==> src/common/rsc_consts.vh <==
// Constants of the reset source controller: register indices, field positions,
// reset values and the pin qualification count.
// Assumes a byte-wide register file behind a 32-bit classic Wishbone slave.
//
// Function
// - Power-on, brown-out, pin, watchdog and software requests each reset the system.
// - Every reset returns the registers to defaults; only cause flags depend on source.
// - Supply below threshold holds the core in reset; release starts fetch at zero.
// - Cold-start flag, power control bit 4, is set by a power-on reset.
// - Cold-start flag keeps its value through every other kind of reset.
// - Software may write the cold-start flag, normally to clear it.
// - Detector below level with brown-out reset enable bit 2 set resets the system.
// - Brown-out reset flag, bit 1 of brown-out control, is set by such a reset.
// - Brown-out reset flag changes only on power-on or brown-out reset, or by writing.
// - Software may both set and clear the brown-out reset flag.
// - The pin must stay low at least 24 clocks; that is a valid request.
// - The pin request resets the system synchronously to the system clock.
// - Reset lasts while the pin is low and ends once it returns high.
// - Pin low in power-down restarts the clock; reset waits for stable clock.
// - Pin reset flag, bit 6 of auxiliary register 1, is set by a pin reset.
// - Pin reset flag changes only on power-on or pin reset, or by writing.
`ifndef RSC_CONSTS_VH
`define RSC_CONSTS_VH

// ----------------------------------------------------------------
// Register indices (byte address is four times the index)
// ----------------------------------------------------------------
`define RSC_IDX_PWR 8'h87
`define RSC_IDX_AUX 8'ha2
`define RSC_IDX_BOD 8'ha3
`define RSC_IDX_IST 8'hb0
`define RSC_IDX_IMSK 8'hb1

// ----------------------------------------------------------------
// Field positions
// ----------------------------------------------------------------
`define RSC_PWR_COLD 4
`define RSC_BOD_DETEN 7
`define RSC_BOD_LVL_HI 6
`define RSC_BOD_LVL_LO 4
`define RSC_BOD_DETF 3
`define RSC_BOD_RSTEN 2
`define RSC_BOD_RFLAG 1
`define RSC_BOD_STAT 0
`define RSC_AUX_SOFT 7
`define RSC_AUX_PIN 6
`define RSC_IRQ_BOD 0
`define RSC_IRQ_GLITCH 1
`define RSC_IRQ_W 2

// ----------------------------------------------------------------
// Plain storage masks and reset values
// ----------------------------------------------------------------
`define RSC_PWR_STORE 8'hcf
`define RSC_AUX_STORE 8'h3d
`define RSC_BOD_STORE 8'hf4
`define RSC_PWR_RST 8'h00
`define RSC_AUX_RST 8'h00
`define RSC_BOD_RST 8'h84

// ----------------------------------------------------------------
// Timing
// ----------------------------------------------------------------
`define RSC_PIN_MIN_CYC 5'd24

`endif

==> src/rtl/rsc_event_reg.v <==
// Sticky event status with write-one-to-clear, a mask and a level interrupt.
// Assumes write strobes are single-cycle and the clear input is synchronous.
`include "rsc_consts.vh"

module rsc_event_reg (
   input wire clk,
   input wire nrst,
   input wire clr,
   input wire [`RSC_IRQ_W-1:0] ev,
   input wire wr_st,
   input wire wr_msk,
   input wire [`RSC_IRQ_W-1:0] wdata,
   output reg [`RSC_IRQ_W-1:0] st_q,
   output reg [`RSC_IRQ_W-1:0] msk_q,
   output wire irq
);

   reg [`RSC_IRQ_W-1:0] st_d;

   always @* begin
      st_d = st_q;
      if (wr_st) begin
         st_d = st_d & ~wdata;
      end
      // A new event in the clearing cycle survives
      st_d = st_d | ev;
   end

   always @(posedge clk or negedge nrst) begin
      if (!nrst) begin
         st_q <= {`RSC_IRQ_W{1'b0}};
         msk_q <= {`RSC_IRQ_W{1'b0}};
      end else if (clr) begin
         st_q <= {`RSC_IRQ_W{1'b0}};
         msk_q <= {`RSC_IRQ_W{1'b0}};
      end else begin
         st_q <= st_d;
         if (wr_msk) begin
            msk_q <= wdata;
         end
      end
   end

   assign irq = |(st_q & msk_q);

endmodule

==> src/rtl/rsc_pin_filter.v <==
// Qualifies the external reset pin: a request only after a long enough low.
// Assumes the pin is already synchronous to clk.
`include "rsc_consts.vh"

module rsc_pin_filter (
   input wire clk,
   input wire nrst,
   input wire pin_n,
   input wire count_en,
   output wire rst_req,
   output reg glitch
);

   reg [4:0] cnt_q;

   // ----------------------------------------------------------------
   // Low-time counter
   // ----------------------------------------------------------------
   // Counting stops while the clock is not yet stable after a wake-up
   always @(posedge clk or negedge nrst) begin
      if (!nrst) begin
         cnt_q <= 5'h00;
         glitch <= 1'b0;
      end else begin
         glitch <= 1'b0;
         if (pin_n) begin
            // Short low pulse dropped, only reported as an event
            if (cnt_q != 5'h00 && cnt_q != `RSC_PIN_MIN_CYC) begin
               glitch <= 1'b1;
            end
            cnt_q <= 5'h00;
         end else if (count_en && cnt_q != `RSC_PIN_MIN_CYC) begin
            cnt_q <= cnt_q + 5'h01;
         end
      end
   end

   // Request stands while the pin stays low after qualification
   assign rst_req = (cnt_q == `RSC_PIN_MIN_CYC);

endmodule

==> src/rtl/rsc_top.v <==
// Reset source controller: combines the reset sources into one synchronous
// system reset, records the cause flags and exposes them over Wishbone.
// Assumes nrst is the raw power-on reset and all other inputs are synchronous.
//
// The Wishbone interface to the registers was chosen for this implementation.
`include "rsc_consts.vh"

module rsc_top (
   input wire clk,
   input wire nrst,
   input wire wb_cyc_i,
   input wire wb_stb_i,
   input wire wb_we_i,
   input wire [9:0] wb_adr_i,
   input wire [3:0] wb_sel_i,
   input wire [31:0] wb_dat_i,
   output reg [31:0] wb_dat_o,
   output reg wb_ack_o,
   input wire supply_good,
   input wire bod_below,
   input wire rst_pin_n,
   input wire wdt_reset_req,
   input wire sw_reset_req,
   input wire power_down,
   input wire clk_stable,
   output wire clk_wake,
   output wire sys_rst_n,
   output wire brownout_detect_enable,
   output wire [2:0] brownout_level_select,
   output wire irq
);

   // ----------------------------------------------------------------
   // Declarations
   // ----------------------------------------------------------------
   reg sys_rst_q;
   reg cold_start_flag_q;
   reg brownout_reset_flag_q;
   reg pin_reset_flag_q;
   reg soft_reset_flag_q;
   reg brownout_detect_flag_q;
   reg [7:0] pwr_q;
   reg [7:0] aux_q;
   reg [7:0] bod_q;
   reg [7:0] rd_d;
   wire pin_req;
   wire pin_glitch;
   wire bod_req;
   wire brownout_status;
   wire rst_req;
   wire bus_req;
   wire wr_cyc;
   wire [7:0] idx;
   wire wr_pwr;
   wire wr_aux;
   wire wr_bod;
   wire wr_ist;
   wire wr_imsk;
   wire [7:0] wd;
   wire [`RSC_IRQ_W-1:0] ist;
   wire [`RSC_IRQ_W-1:0] imsk;
   wire [`RSC_IRQ_W-1:0] events;
   reg bod_below_q;

   // ----------------------------------------------------------------
   // Reset sources
   // ----------------------------------------------------------------
   // The stopped clock can only be restarted combinationally from the pin
   assign clk_wake = power_down & ~rst_pin_n;

   rsc_pin_filter u_pin (
      .clk(clk),
      .nrst(nrst),
      .pin_n(rst_pin_n),
      .count_en(clk_stable),
      .rst_req(pin_req),
      .glitch(pin_glitch)
   );

   assign brownout_detect_enable = bod_q[`RSC_BOD_DETEN];
   assign brownout_level_select = bod_q[`RSC_BOD_LVL_HI:`RSC_BOD_LVL_LO];
   assign brownout_status = bod_below & bod_q[`RSC_BOD_DETEN];
   assign bod_req = brownout_status & bod_q[`RSC_BOD_RSTEN];

   assign rst_req = ~supply_good | bod_req | pin_req | wdt_reset_req | sw_reset_req;

   // System reset is registered so every source acts on a clock edge.
   // The core restarts from address zero on the rising edge of sys_rst_n.
   always @(posedge clk or negedge nrst) begin
      if (!nrst) begin
         sys_rst_q <= 1'b1;
      end else begin
         sys_rst_q <= rst_req;
      end
   end

   assign sys_rst_n = ~sys_rst_q;

   // ----------------------------------------------------------------
   // Wishbone slave
   // ----------------------------------------------------------------
   // Fixed one wait state: ack in the cycle after the request, writes commit
   // at the edge where ack is seen, unmapped indices read zero.
   assign bus_req = wb_cyc_i & wb_stb_i;
   assign wr_cyc = bus_req & wb_we_i & wb_ack_o & wb_sel_i[0];
   assign idx = wb_adr_i[9:2];
   assign wd = wb_dat_i[7:0];
   assign wr_pwr = wr_cyc & (idx == `RSC_IDX_PWR);
   assign wr_aux = wr_cyc & (idx == `RSC_IDX_AUX);
   assign wr_bod = wr_cyc & (idx == `RSC_IDX_BOD);
   assign wr_ist = wr_cyc & (idx == `RSC_IDX_IST);
   assign wr_imsk = wr_cyc & (idx == `RSC_IDX_IMSK);

   always @* begin
      rd_d = 8'h00;
      case (idx)
         `RSC_IDX_PWR: begin
            rd_d = pwr_q & `RSC_PWR_STORE;
            rd_d[`RSC_PWR_COLD] = cold_start_flag_q;
         end
         `RSC_IDX_AUX: begin
            rd_d = aux_q & `RSC_AUX_STORE;
            rd_d[`RSC_AUX_SOFT] = soft_reset_flag_q;
            rd_d[`RSC_AUX_PIN] = pin_reset_flag_q;
         end
         `RSC_IDX_BOD: begin
            rd_d = bod_q & `RSC_BOD_STORE;
            rd_d[`RSC_BOD_DETF] = brownout_detect_flag_q;
            rd_d[`RSC_BOD_RFLAG] = brownout_reset_flag_q;
            rd_d[`RSC_BOD_STAT] = brownout_status;
         end
         `RSC_IDX_IST: begin
            rd_d = {{(8-`RSC_IRQ_W){1'b0}}, ist};
         end
         `RSC_IDX_IMSK: begin
            rd_d = {{(8-`RSC_IRQ_W){1'b0}}, imsk};
         end
         default: begin
            rd_d = 8'h00;
         end
      endcase
   end

   always @(posedge clk or negedge nrst) begin
      if (!nrst) begin
         wb_ack_o <= 1'b0;
         wb_dat_o <= 32'h00000000;
      end else begin
         wb_ack_o <= bus_req & ~wb_ack_o;
         if (bus_req & ~wb_ack_o) begin
            wb_dat_o <= {24'h000000, rd_d};
         end
      end
   end

   // ----------------------------------------------------------------
   // Plain register storage
   // ----------------------------------------------------------------
   // Ordinary fields return to defaults on any system reset
   always @(posedge clk or negedge nrst) begin
      if (!nrst) begin
         pwr_q <= `RSC_PWR_RST;
         aux_q <= `RSC_AUX_RST;
         bod_q <= `RSC_BOD_RST;
      end else if (sys_rst_q) begin
         pwr_q <= `RSC_PWR_RST;
         aux_q <= `RSC_AUX_RST;
         bod_q <= `RSC_BOD_RST;
      end else begin
         if (wr_pwr) begin
            pwr_q <= wd & `RSC_PWR_STORE;
         end
         if (wr_aux) begin
            aux_q <= wd & `RSC_AUX_STORE;
         end
         if (wr_bod) begin
            bod_q <= wd & `RSC_BOD_STORE;
         end
      end
   end

   // ----------------------------------------------------------------
   // Reset cause flags
   // ----------------------------------------------------------------
   // These flags ignore the system reset; only the power-on path or their
   // own source touches them, and a hardware set beats a software write.
   always @(posedge clk or negedge nrst) begin
      if (!nrst) begin
         cold_start_flag_q <= 1'b1;
      end else if (!supply_good) begin
         cold_start_flag_q <= 1'b1;
      end else if (wr_pwr) begin
         cold_start_flag_q <= wd[`RSC_PWR_COLD];
      end
   end

   always @(posedge clk or negedge nrst) begin
      if (!nrst) begin
         brownout_reset_flag_q <= 1'b0;
      end else if (!supply_good) begin
         brownout_reset_flag_q <= 1'b0;
      end else if (bod_req) begin
         brownout_reset_flag_q <= 1'b1;
      end else if (wr_bod) begin
         brownout_reset_flag_q <= wd[`RSC_BOD_RFLAG];
      end
   end

   always @(posedge clk or negedge nrst) begin
      if (!nrst) begin
         pin_reset_flag_q <= 1'b0;
      end else if (!supply_good) begin
         pin_reset_flag_q <= 1'b0;
      end else if (pin_req) begin
         pin_reset_flag_q <= 1'b1;
      end else if (wr_aux) begin
         pin_reset_flag_q <= wd[`RSC_AUX_PIN];
      end
   end

   always @(posedge clk or negedge nrst) begin
      if (!nrst) begin
         soft_reset_flag_q <= 1'b0;
      end else if (!supply_good) begin
         soft_reset_flag_q <= 1'b0;
      end else if (sw_reset_req) begin
         soft_reset_flag_q <= 1'b1;
      end else if (wr_aux) begin
         soft_reset_flag_q <= wd[`RSC_AUX_SOFT];
      end
   end

   // Detector flag clears on a system reset, but a below-level detector sets it and wins
   always @(posedge clk or negedge nrst) begin
      if (!nrst) begin
         brownout_detect_flag_q <= 1'b0;
      end else if (brownout_status) begin
         brownout_detect_flag_q <= 1'b1;
      end else if (sys_rst_q) begin
         brownout_detect_flag_q <= 1'b0;
      end else if (wr_bod) begin
         brownout_detect_flag_q <= wd[`RSC_BOD_DETF];
      end
   end

   // ----------------------------------------------------------------
   // Interrupt events
   // ----------------------------------------------------------------
   always @(posedge clk or negedge nrst) begin
      if (!nrst) begin
         bod_below_q <= 1'b0;
      end else begin
         bod_below_q <= brownout_status;
      end
   end

   assign events = {pin_glitch, brownout_status & ~bod_below_q};

   rsc_event_reg u_evt (
      .clk(clk),
      .nrst(nrst),
      .clr(sys_rst_q),
      .ev(events),
      .wr_st(wr_ist),
      .wr_msk(wr_imsk),
      .wdata(wd[`RSC_IRQ_W-1:0]),
      .st_q(ist),
      .msk_q(imsk),
      .irq(irq)
   );

endmodule
==> config.mk <==
export PLATFORM = sky130hd
export DESIGN_NAME = rsc_top
export DESIGN_NICKNAME = d
export VERILOG_FILES = /design/src/rtl/rsc_event_reg.v /design/src/rtl/rsc_pin_filter.v /design/src/rtl/rsc_top.v
export VERILOG_INCLUDE_DIRS = /design/src /design/src/common
export SDC_FILE = /design/constraint.sdc
export NUM_CORES = 1
export LEC_CHECK = 0
export BUFFER_PORTS_ARGS = -buffer_cell sky130_fd_sc_hd__buf_2
export CAP_MARGIN = 20
export CORE_AREA = 2 2 78 80
export CTS_CLUSTER_DIAMETER = 120
export CTS_CLUSTER_SIZE = 30
export DETAILED_ROUTE_END_ITERATION = 8
export DIE_AREA = 0 0 80 82
export HOLD_SLACK_MARGIN = 0.08
export PLACE_DENSITY = 0.73
export SLEW_MARGIN = 40
export SYNTH_ARGS = -nofsm -noshare
export SYNTH_HDL_FRONTEND = slang
export SYNTH_SLANG_ARGS = --single-unit
==> constraint.sdc <==
create_clock -name clk -period 1.4 [get_ports clk]
set_input_delay 0.21 -clock clk [delete_from_list [all_inputs] [get_ports clk]]
set_output_delay 0.21 -clock clk [all_outputs]
set_load 0.02 [all_outputs]
==> flow_summary.yaml, run 1 <==
outcome:
  status: "finished, violations left"
  violations: "setup timing"
timing:
  finalSetupViolCount: 1
  min_period_ns: 1.413
  max_freq_ghz: 0.7077
  fin_worst_skew_ns: 0.009258
  hold_violations: 0
  tns_ns: -0.01299
  worst_slack_ns: -0.01299
  rsz0062_at_grt: "yes"
  timing.hold.ws_ns: 0.1128
  fin_crit_sh_pct: 100.9
  final_max_slew_viol_count: 0
critical_path:
  crit_buf_inv: 1
  path_cells: "inv_1 > ha_2 > nand4b_1 > nor3b_2 > a21oi_1 > nor2_1"
  critPathMaxStageDelay_ns: 0.41
  critPathMaxFanout: 4
  critPathKind: "reg2reg"
  cp_slowest_cell: "dfrtp_1"
  critPathArrivalTime_ns: 1.60
  worstSetupStartpointType: "flop"
  cp.required_ns: 1.59
  cp_top_family: "simple AND/OR/NAND/NOR gates"
  cp-end-kind: "flop"
pwr:
  total_power_mw: 2.403
  power-per-cell-area_nw_per_um2: 846.7
  ir_drop_mv: 0.5164
  leakage_nw: 1.384
die:
  start_util_pct: 41.01
  core_um2: 5746
  ios: 98
  fp.dieArea_um2: 6560
  die_w_um: 80
  rows: 28
  die_h_um: 82
grt:
  grt_max_degree: 30
  grt_pass1_vias: 1853
  grt_overflow_total: 0
  grt_antenna_before_repair: 0
  grt_pass1_wl_um: 8838
  grt_use_total_pct: 17.81
synthesis:
  synth_area_leader_cell: "dfrtp_1"
  ys_top_cells_by_count: "38 x dfrtp_1, 28 x buf_4, 18 x a21oi_1, 18 x o21ai_0, 17 x nand2_1"
  synth.avg_cell_area_um2: 9.577
  synthTopCellsByArea: "dfrtp_1 40%, buf_4 8.9%, mux2i_1 4.7%, dfstp_2 4.5%, a21oi_1 3.8%"
  synthCells: 246
  synth_edf_count: 0
  synth-main-ff-cell: "dfrtp_1"
  yosysWarnings: 0
  synthArstFlopShare_pct: 100.0
  synthDistinctLibCells: 44
  synth-seq-cells: 42
  syn_area_um2: 2356
  yosysMostFrequentCell: "dfrtp_1"
  synth_top_area_share_pct: 40.36
  ys_seq_area_share_pct: 44.82
hold_path:
  hp-class: "in2reg"
finish:
  diodes: 0
  syn_to_final_growth_pct: 20.45
  design_area_um2: 2838
  final_util_pct: 49.39
  fin_cells: 382
  finalNetCount: 366
  drive_above_1_share_pct: 30.62
cts:
  clk_pin_slew_ns: 0.08
  cts_tree: "built"
  cts_inserted_buffers: 5
  clock_latency_ns: 0.30
  clock-sinks: 42
  cts_max_level: 2
  cts_max_path_buffers: 2
  cts-root-buf: "clkbuf_8"
place:
  routabilityCongestion: 0.8090
  io_buffers: 44
  dp_hpwl_um: 4064
  place_ws_ns: -0.06127
  placed_area_um2: 2684
  place_inst: 368
routing:
  first_iter_violations: 87
  drt-total-wl_um: 5656
  vias_per_cell: 5.120
  antenna_left: 0
  drc: 0
  vias: 1956
  routedWlPerCell_um: 14.81
  dr.pass1.iters: 4
run:
  maxCapViolCount: 0
-- cell type report --
class,instances,area [um2]
Clock buffer,7,86.33
Clock inverter,1,5.005
Fill cell,571,2908
Inverter,8,30.03
Multi-Input combinational cell,181,1112
Sequential cell,42,1057
Tap cell,75,93.84
Timing Repair Buffer,68,452.9
-- cells by family after synthesis --
family / count (synthesis) / share of synthesized area (%)
AND/OR/NAND/NOR: 77 / 18.75
AO/OA/AOI/OAI: 62 / 16.20
buffers and inverters: 46 / 12.37
flip-flops: 42 / 44.82
multiplexers: 12 / 5.152
XOR/XNOR: 4 / 1.487
adder cells (fa/ha/maj): 2 / 1.062
other: 1 / 0.1592
-- metal layers --
metal  global-route usage, %  wire (um)  up-vias  share of wire, %
li1                        -          -      939                 -
met1                   24.25       2528      950                45
met2                   29.00       2724       60                48
met3                   3.077        331        7               5.9
met4                   5.763         70        0               1.2
met5                       0          0        -                 0
-- path summary, 6_finish.rpt --
check | start | cells past startpoint | slack [ns] | endpoint
worst max-delay path | u_pin.cnt_q[1]$_DFFE_PN0P_ | 6 | -0.01 | u_pin.cnt_q[2]$_DFFE_PN0P_
worst min-delay path | supply_good | 2 | 0.11 | sys_rst_q$_DFF_PN1_
worst max register to register | u_pin.cnt_q[1]$_DFFE_PN0P_ | 6 | -0.01 | u_pin.cnt_q[2]$_DFFE_PN0P_
worst min register to register | wb_dat_o[5]$_DFFE_PN0P_ | 2 | 0.48 | wb_dat_o[5]$_DFFE_PN0P_
max in group asynchronous | nrst | 3 | 0.50 | cold_start_flag_q$_DFFE_PN1P_
min in group asynchronous | nrst | 2 | 0.35 | wb_dat_o[0]$_DFFE_PN0P_
-- sequential cells by signal, summed over array words and instances, names as in the netlist --
signal,flops
aux_q,5
bod_below_q,1
bod_q,5
brownout_detect_flag_q,1
brownout_reset_flag_q,1
cold_start_flag_q,1
pin_reset_flag_q,1
pwr_q,6
soft_reset_flag_q,1
sys_rst_q,1
u_evt.msk_q,2
u_evt.st_q,2
u_pin.cnt_q,5
u_pin.glitch,1
wb_ack_o,1
wb_dat_o,8
-- cells in the final DEF (no fill, tap or decap), types with 2 or more instances in the layout --
master and count:
buf_4 19, buf_2 44, nand2_1 17, nand4_1 4, nor2_1 15, inv_1 7
nand3_1 16, a22o_1 7, o21ai_0 16, a22oi_1 5, clkbuf_8 6, buf_12 4
and3_1 3, dfstp_2 4, and4bb_2 2, dfrtp_1 37, o21ai_1 6, mux2i_1 11
xor2_1 3, a21oi_1 18, conb_1 24, nand4b_1 2, a31oi_1 3, nor2b_1 6
-- power by group --
group / total [mW] / switching [mW] / internal, mW
clock: 0.812 / 0.414 / 0.398
sequential: 1.25 / 0.0139 / 1.24
combinational: 0.340 / 0.212 / 0.129
total: 2.40 / 0.640 / 1.76
-- timing repair --
action | 4_1_cts | 5_1_grt
buffers inserted | 2 | 3
setup endpoints to repair | 3 | 11
pin swaps | 0 | 0
endpoints found under the hold margin | 13 | 0
gates resized for setup | 1 | 6
hold buffers | 1 | 0
Note: power is estimated with default switching activity, not from simulation.
==> inputs of run 2 (changes only) <==
PLACE_DENSITY = default   (was 0.73)
PLACE_DENSITY_LB_ADDON = 0.08   (was default)
==> flow_summary.yaml, run 2 (synthesized netlist as in run 1, its figures left out) <==
cts:
  clk_pin_slew_ns: 0.08
  clock_latency_ns: 0.29
  clock-sinks: 42
  cts_tree: "built"
  cts_inserted_buffers: 5
  cts-root-buf: "clkbuf_8"
  cts_max_path_buffers: 2
  cts_max_level: 2
die:
  core_um2: 5746
  ios: 98
  start_util_pct: 41.01
  fp.dieArea_um2: 6560
  die_w_um: 80
  rows: 28
  die_h_um: 82
critical_path:
  r2r_cells: 4
  worstSetupStartpointType: "flop"
  cp-end-kind: "flop"
  critPathArrivalTime_ns: 1.47
  cp.required_ns: 1.57
  critPathMaxFanout: 4
  worstReg2RegStart: "wb_ack_o$_DFF_PN0_"
  rrSetupSlack_ns: 0.09
  crit-reg2reg-capture: "u_evt.st_q[1]$_DFF_PN0_"
  startpoint: "wb_ack_o$_DFF_PN0_"
  critPathKind: "reg2reg"
hold_path:
  hold_path.startpoint: "supply_good"
  min_to: "cold_start_flag_q$_DFFE_PN1P_"
  hp-class: "in2reg"
  hold_path_depth: 2
finish:
  finalNetCount: 365
  largest_reg_flops: 8
  syn_to_final_growth_pct: 19.60
  layout_commonest_cell: "buf_2"
  final_cell_mix: "44 x buf_2, 37 x dfrtp_1, 24 x conb_1, 18 x a21oi_1"
  fin_cells: 381
  final_util_pct: 49.04
  design_area_um2: 2818
  top_regs: "wb_dat_o (8), pwr_q (6)"
  nFillCells: 571
  diodes: 0
  drive_above_1_share_pct: 28.43
  regMostFlops: "wb_dat_o"
grt:
  grt_antenna_before_repair: 0
  use_met3_pct: 3.407
  gr-usage-met2_pct: 28.25
  grt_use_met1_pct: 25.38
  busiest_layer: "met2"
  grt_pass1_wl_um: 8894
  grt_pass1_vias: 1761
  grt_overflow_total: 0
  grt_max_degree: 43
  grt_use_total_pct: 18.10
timing:
  finalSetupViolCount: 0
  hold_violations: 0
  rsz0062_at_grt: "yes"
  fin_crit_sh_pct: 93.30
  min_period_ns: 1.306
  tns_ns: 0
  final_max_slew_viol_count: 0
  fin_worst_skew_ns: 0.005806
  max_freq_ghz: 0.7656
outcome:
  status: "completed"
pwr:
  power-per-cell-area_nw_per_um2: 830.7
  leakage_nw: 1.369
  ir_drop_mv: 0.4501
place:
  routabilityCongestion: 0.7413
  place_inst: 371
  dp_hpwl_um: 4021
  io_buffers: 44
  placed_area_um2: 2719
routing:
  vias_per_cell: 5.068
  routedWlPerCell_um: 14.74
  first_iter_violations: 88
  vias: 1931
  drt-total-wl_um: 5617
  dr.pass1.iters: 4
  antenna_left: 0
  drc: 0
run:
  maxCapViolCount: 0
## run 2: metal layers
| metal | wire length [um] | vias to the layer above |
|---|---|---|
| met2 | 2489 | 70 |
| met4 | 78 | 0 |
| met3 | 338 | 7 |
| met1 | 2710 | 916 |
| li1 | - | 938 |
| met5 | 0 | - |
## run 2: cell type report
class / count / area [um2] / share of cell area (%)
multi-input combinational: 181 / 1099 / 38.99
sequential: 42 / 1057 / 37.52
timing repair buffer: 67 / 457.9 / 16.25
tap: 75 / 93.84 / 3.330
clock buffer: 8 / 80.08 / 2.842
inverter: 8 / 30.03 / 1.066
## run 2: worst max-delay path, cell delays in order, from the launching register on
cell      delay, ns
dfrtp_2        0.37
and4_4         0.26
nand2_1        0.12
nor3_1         0.29
a311oi_1       0.14
## run 2: worst max-delay path by stage
stage                                             end  slack (ns)  cells past startpoint
detailed placement  brownout_reset_flag_q$_DFFE_PN0P_       -0.05                      6
floorplan                        aux_q[5]$_DFFE_PN0P_        0.04                      6
global route                  u_evt.st_q[1]$_DFF_PN0_      -0.003                      4
global placement    brownout_reset_flag_q$_DFFE_PN0P_       -0.04                      6
finish                        u_evt.st_q[1]$_DFF_PN0_        0.09                      4
CTS                      pin_reset_flag_q$_DFFE_PN0P_        0.06                      5
## run 2: per-stage QoR
stage | total power, mW | setup WS (ns) | hold slack, ns
final | 2.341 | 0.09380 | 0.1093
after global routing | 2.451 | -0.002924 | 0.1271
after CTS | 2.365 | 0.06320 | 0.1068
after detailed placement | 1.599 | -0.05278 | 0.2044
after global placement | 1.598 | -0.04466 | 0.2077
after floorplan | 1.489 | 0.03620 | -0.08559
## run 2: power by group
| group | switching [mW] | leakage [nW] | internal [mW] |
|---|---|---|---|
| Combinational | 0.208 | 0.771 | 0.121 |
| Sequential | 0.0138 | 0.559 | 1.24 |
| Clock | 0.407 | 0.0395 | 0.355 |
## run 2: what timing repair did
action,CTS,global route
setup endpoints to repair,1,7
gates resized for setup,0,5
hold endpoints to repair,38,0
pin swaps,0,0
hold buffers,1,0
setup buffers,1,0
gates cloned,0,0
==> inputs of run 3 (changes only) <==
CORE_AREA = 2 2 89 70   (was 2 2 78 80)
DIE_AREA = 0 0 91 72   (was 0 0 80 82)
==> flow_summary.yaml, run 3 (synthesized netlist as in run 1, its figures left out) <==
routing:
  routedWlPerCell_um: 15.09
  vias_per_cell: 4.953
  antenna_left: 0
  dr.pass1.iters: 4
  first_iter_violations: 90
  vias: 1912
  drc: 0
  drt-total-wl_um: 5824
finish:
  diodes: 0
  finalNetCount: 367
  syn_to_final_growth_pct: 22.04
  drive_above_1_share_pct: 29.55
  layout_commonest_cell: "buf_2"
  final_cell_mix: "44 x buf_2, 37 x dfrtp_1, 24 x conb_1, 21 x buf_4, 18 x a21oi_1"
  largest_reg_flops: 8
  top_regs: "wb_dat_o (8), pwr_q (6)"
  final_util_pct: 50.93
  regMostFlops: "wb_dat_o"
  nFillCells: 568
  design_area_um2: 2875
hold_path:
  hp-class: "in2reg"
die:
  die_h_um: 72
  core_um2: 5645
  fp.dieArea_um2: 6552
  die_w_um: 91
  ios: 98
  start_util_pct: 41.73
  rows: 24
place:
  io_buffers: 44
  place_ws_ns: -0.06940
  routabilityCongestion: 0.7772
  placed_area_um2: 2708
  dp_hpwl_um: 4329
critical_path:
  crit_buf_inv: 1
  cp-end-kind: "flop"
  critPathMaxFanout: 14
  worstSetupStartpointType: "flop"
  critPathKind: "reg2reg"
  cp.required_ns: 1.59
  path_cells: "and4_4 > and2_1 > buf_12 > a31oi_1 > a21oi_1"
  cp_slowest_cell: "dfrtp_2"
  cp_top_family: "simple AND/OR/NAND/NOR gates"
  critPathArrivalTime_ns: 1.53
  critPathMaxStageDelay_ns: 0.41
pwr:
  ir_drop_mv: 0.5414
  leakage_nw: 1.399
  total_power_mw: 2.776
  power-per-cell-area_nw_per_um2: 965.6
timing:
  rsz0062_at_grt: "no"
  final_max_slew_viol_count: 0
  fin_crit_sh_pct: 95.79
  finalSetupViolCount: 0
  worst_slack_ns: 0.05891
  fin_worst_skew_ns: 0.004645
  max_freq_ghz: 0.7457
  hold_violations: 0
  min_period_ns: 1.341
  tns_ns: 0
cts:
  clock-sinks: 42
  clock_latency_ns: 0.30
  clk_pin_slew_ns: 0.08
  cts_tree: "built"
  cts_max_level: 2
  cts_max_path_buffers: 2
  cts_inserted_buffers: 5
  cts-root-buf: "clkbuf_8"
grt:
  grt_overflow_total: 0
  grt_use_total_pct: 18.69
  grt_pass1_wl_um: 9611
  use_met3_pct: 4.984
  grt_use_met1_pct: 27.18
  grt_max_degree: 20
  gr-usage-met2_pct: 28.81
  grt_antenna_before_repair: 0
  busiest_layer: "met2"
  grt_pass1_vias: 1875
outcome:
  status: "completed"
run:
  maxCapViolCount: 0
## run 3: changes by cell type in the layout (fill, tap and decap cells not counted), sizes merged
| cell | previous run | this run |
|---|---|---|
| buf | 66 | 68 |
| bufinv | 0 | 2 |
| clkbuf | 8 | 6 |
## run 3: power by group
group          internal [mW]  total (mW)  switching (mW)
clock network          0.761        1.20           0.439
registers               1.24        1.25          0.0134
logic                  0.117       0.328           0.210
total                   2.11        2.78           0.662
## run 3: metrics by stage
| stage | hold WS [ns] | cells |
|---|---|---|
| after floorplan | -0.08559 | 269 |
| after global placement | 0.1435 | 377 |
| after detailed placement | 0.1418 | 377 |
| after CTS | 0.08261 | 386 |
| after global routing | 0.09845 | 386 |
| final | 0.09047 | 386 |
## run 3: timing repair
action | 4_1_cts | 5_1_grt
hold buffers | 1 | 0
resized for setup | 0 | 8
endpoints found under the setup margin | 0 | 8
setup buffers | 0 | 0
endpoints found under the hold margin | 11 | 0
## run 3: worst paths after layout
kind	endpoint	start	slack, ns	cells past startpoint
setup / recovery	soft_reset_flag_q$_DFFE_PN0P_	wb_ack_o$_DFF_PN0_	0.06	5
hold / removal	cold_start_flag_q$_DFFE_PN1P_	supply_good	0.09	2
setup reg to reg	soft_reset_flag_q$_DFFE_PN0P_	wb_ack_o$_DFF_PN0_	0.06	5
hold reg to reg	wb_dat_o[5]$_DFFE_PN0P_	wb_dat_o[5]$_DFFE_PN0P_	0.49	2
max in group asynchronous	cold_start_flag_q$_DFFE_PN1P_	nrst	0.52	3
min in group asynchronous	u_evt.msk_q[1]$_DFFE_PN0P_	nrst	0.35	2
## run 3: metal layers
metal,routed length [um],part of all wire [%]
met3,317,5.4
met4,37,0.64
met2,2464,42
met1,3005,52
met5,0,0
## run 3: final cells by class
type                            count  area [um2]  share of cell area, %
Timing Repair Buffer               69       439.2                  15.27
Inverter                            8       30.03                  1.044
Multi-Input combinational cell    181        1109                  38.56
Clock buffer                        6       82.58                  2.872
Clock inverter                      2       60.06                  2.089
Sequential cell                    42        1057                  36.77
Tap cell                           78       97.59                  3.394
## run 3: worst register-to-register path, cell delays in order (launching register included)
cell     delay (ns)
dfrtp_2        0.41
and4_4         0.22
and2_1         0.19
buf_12         0.15
a31oi_1        0.18
a21oi_1        0.08
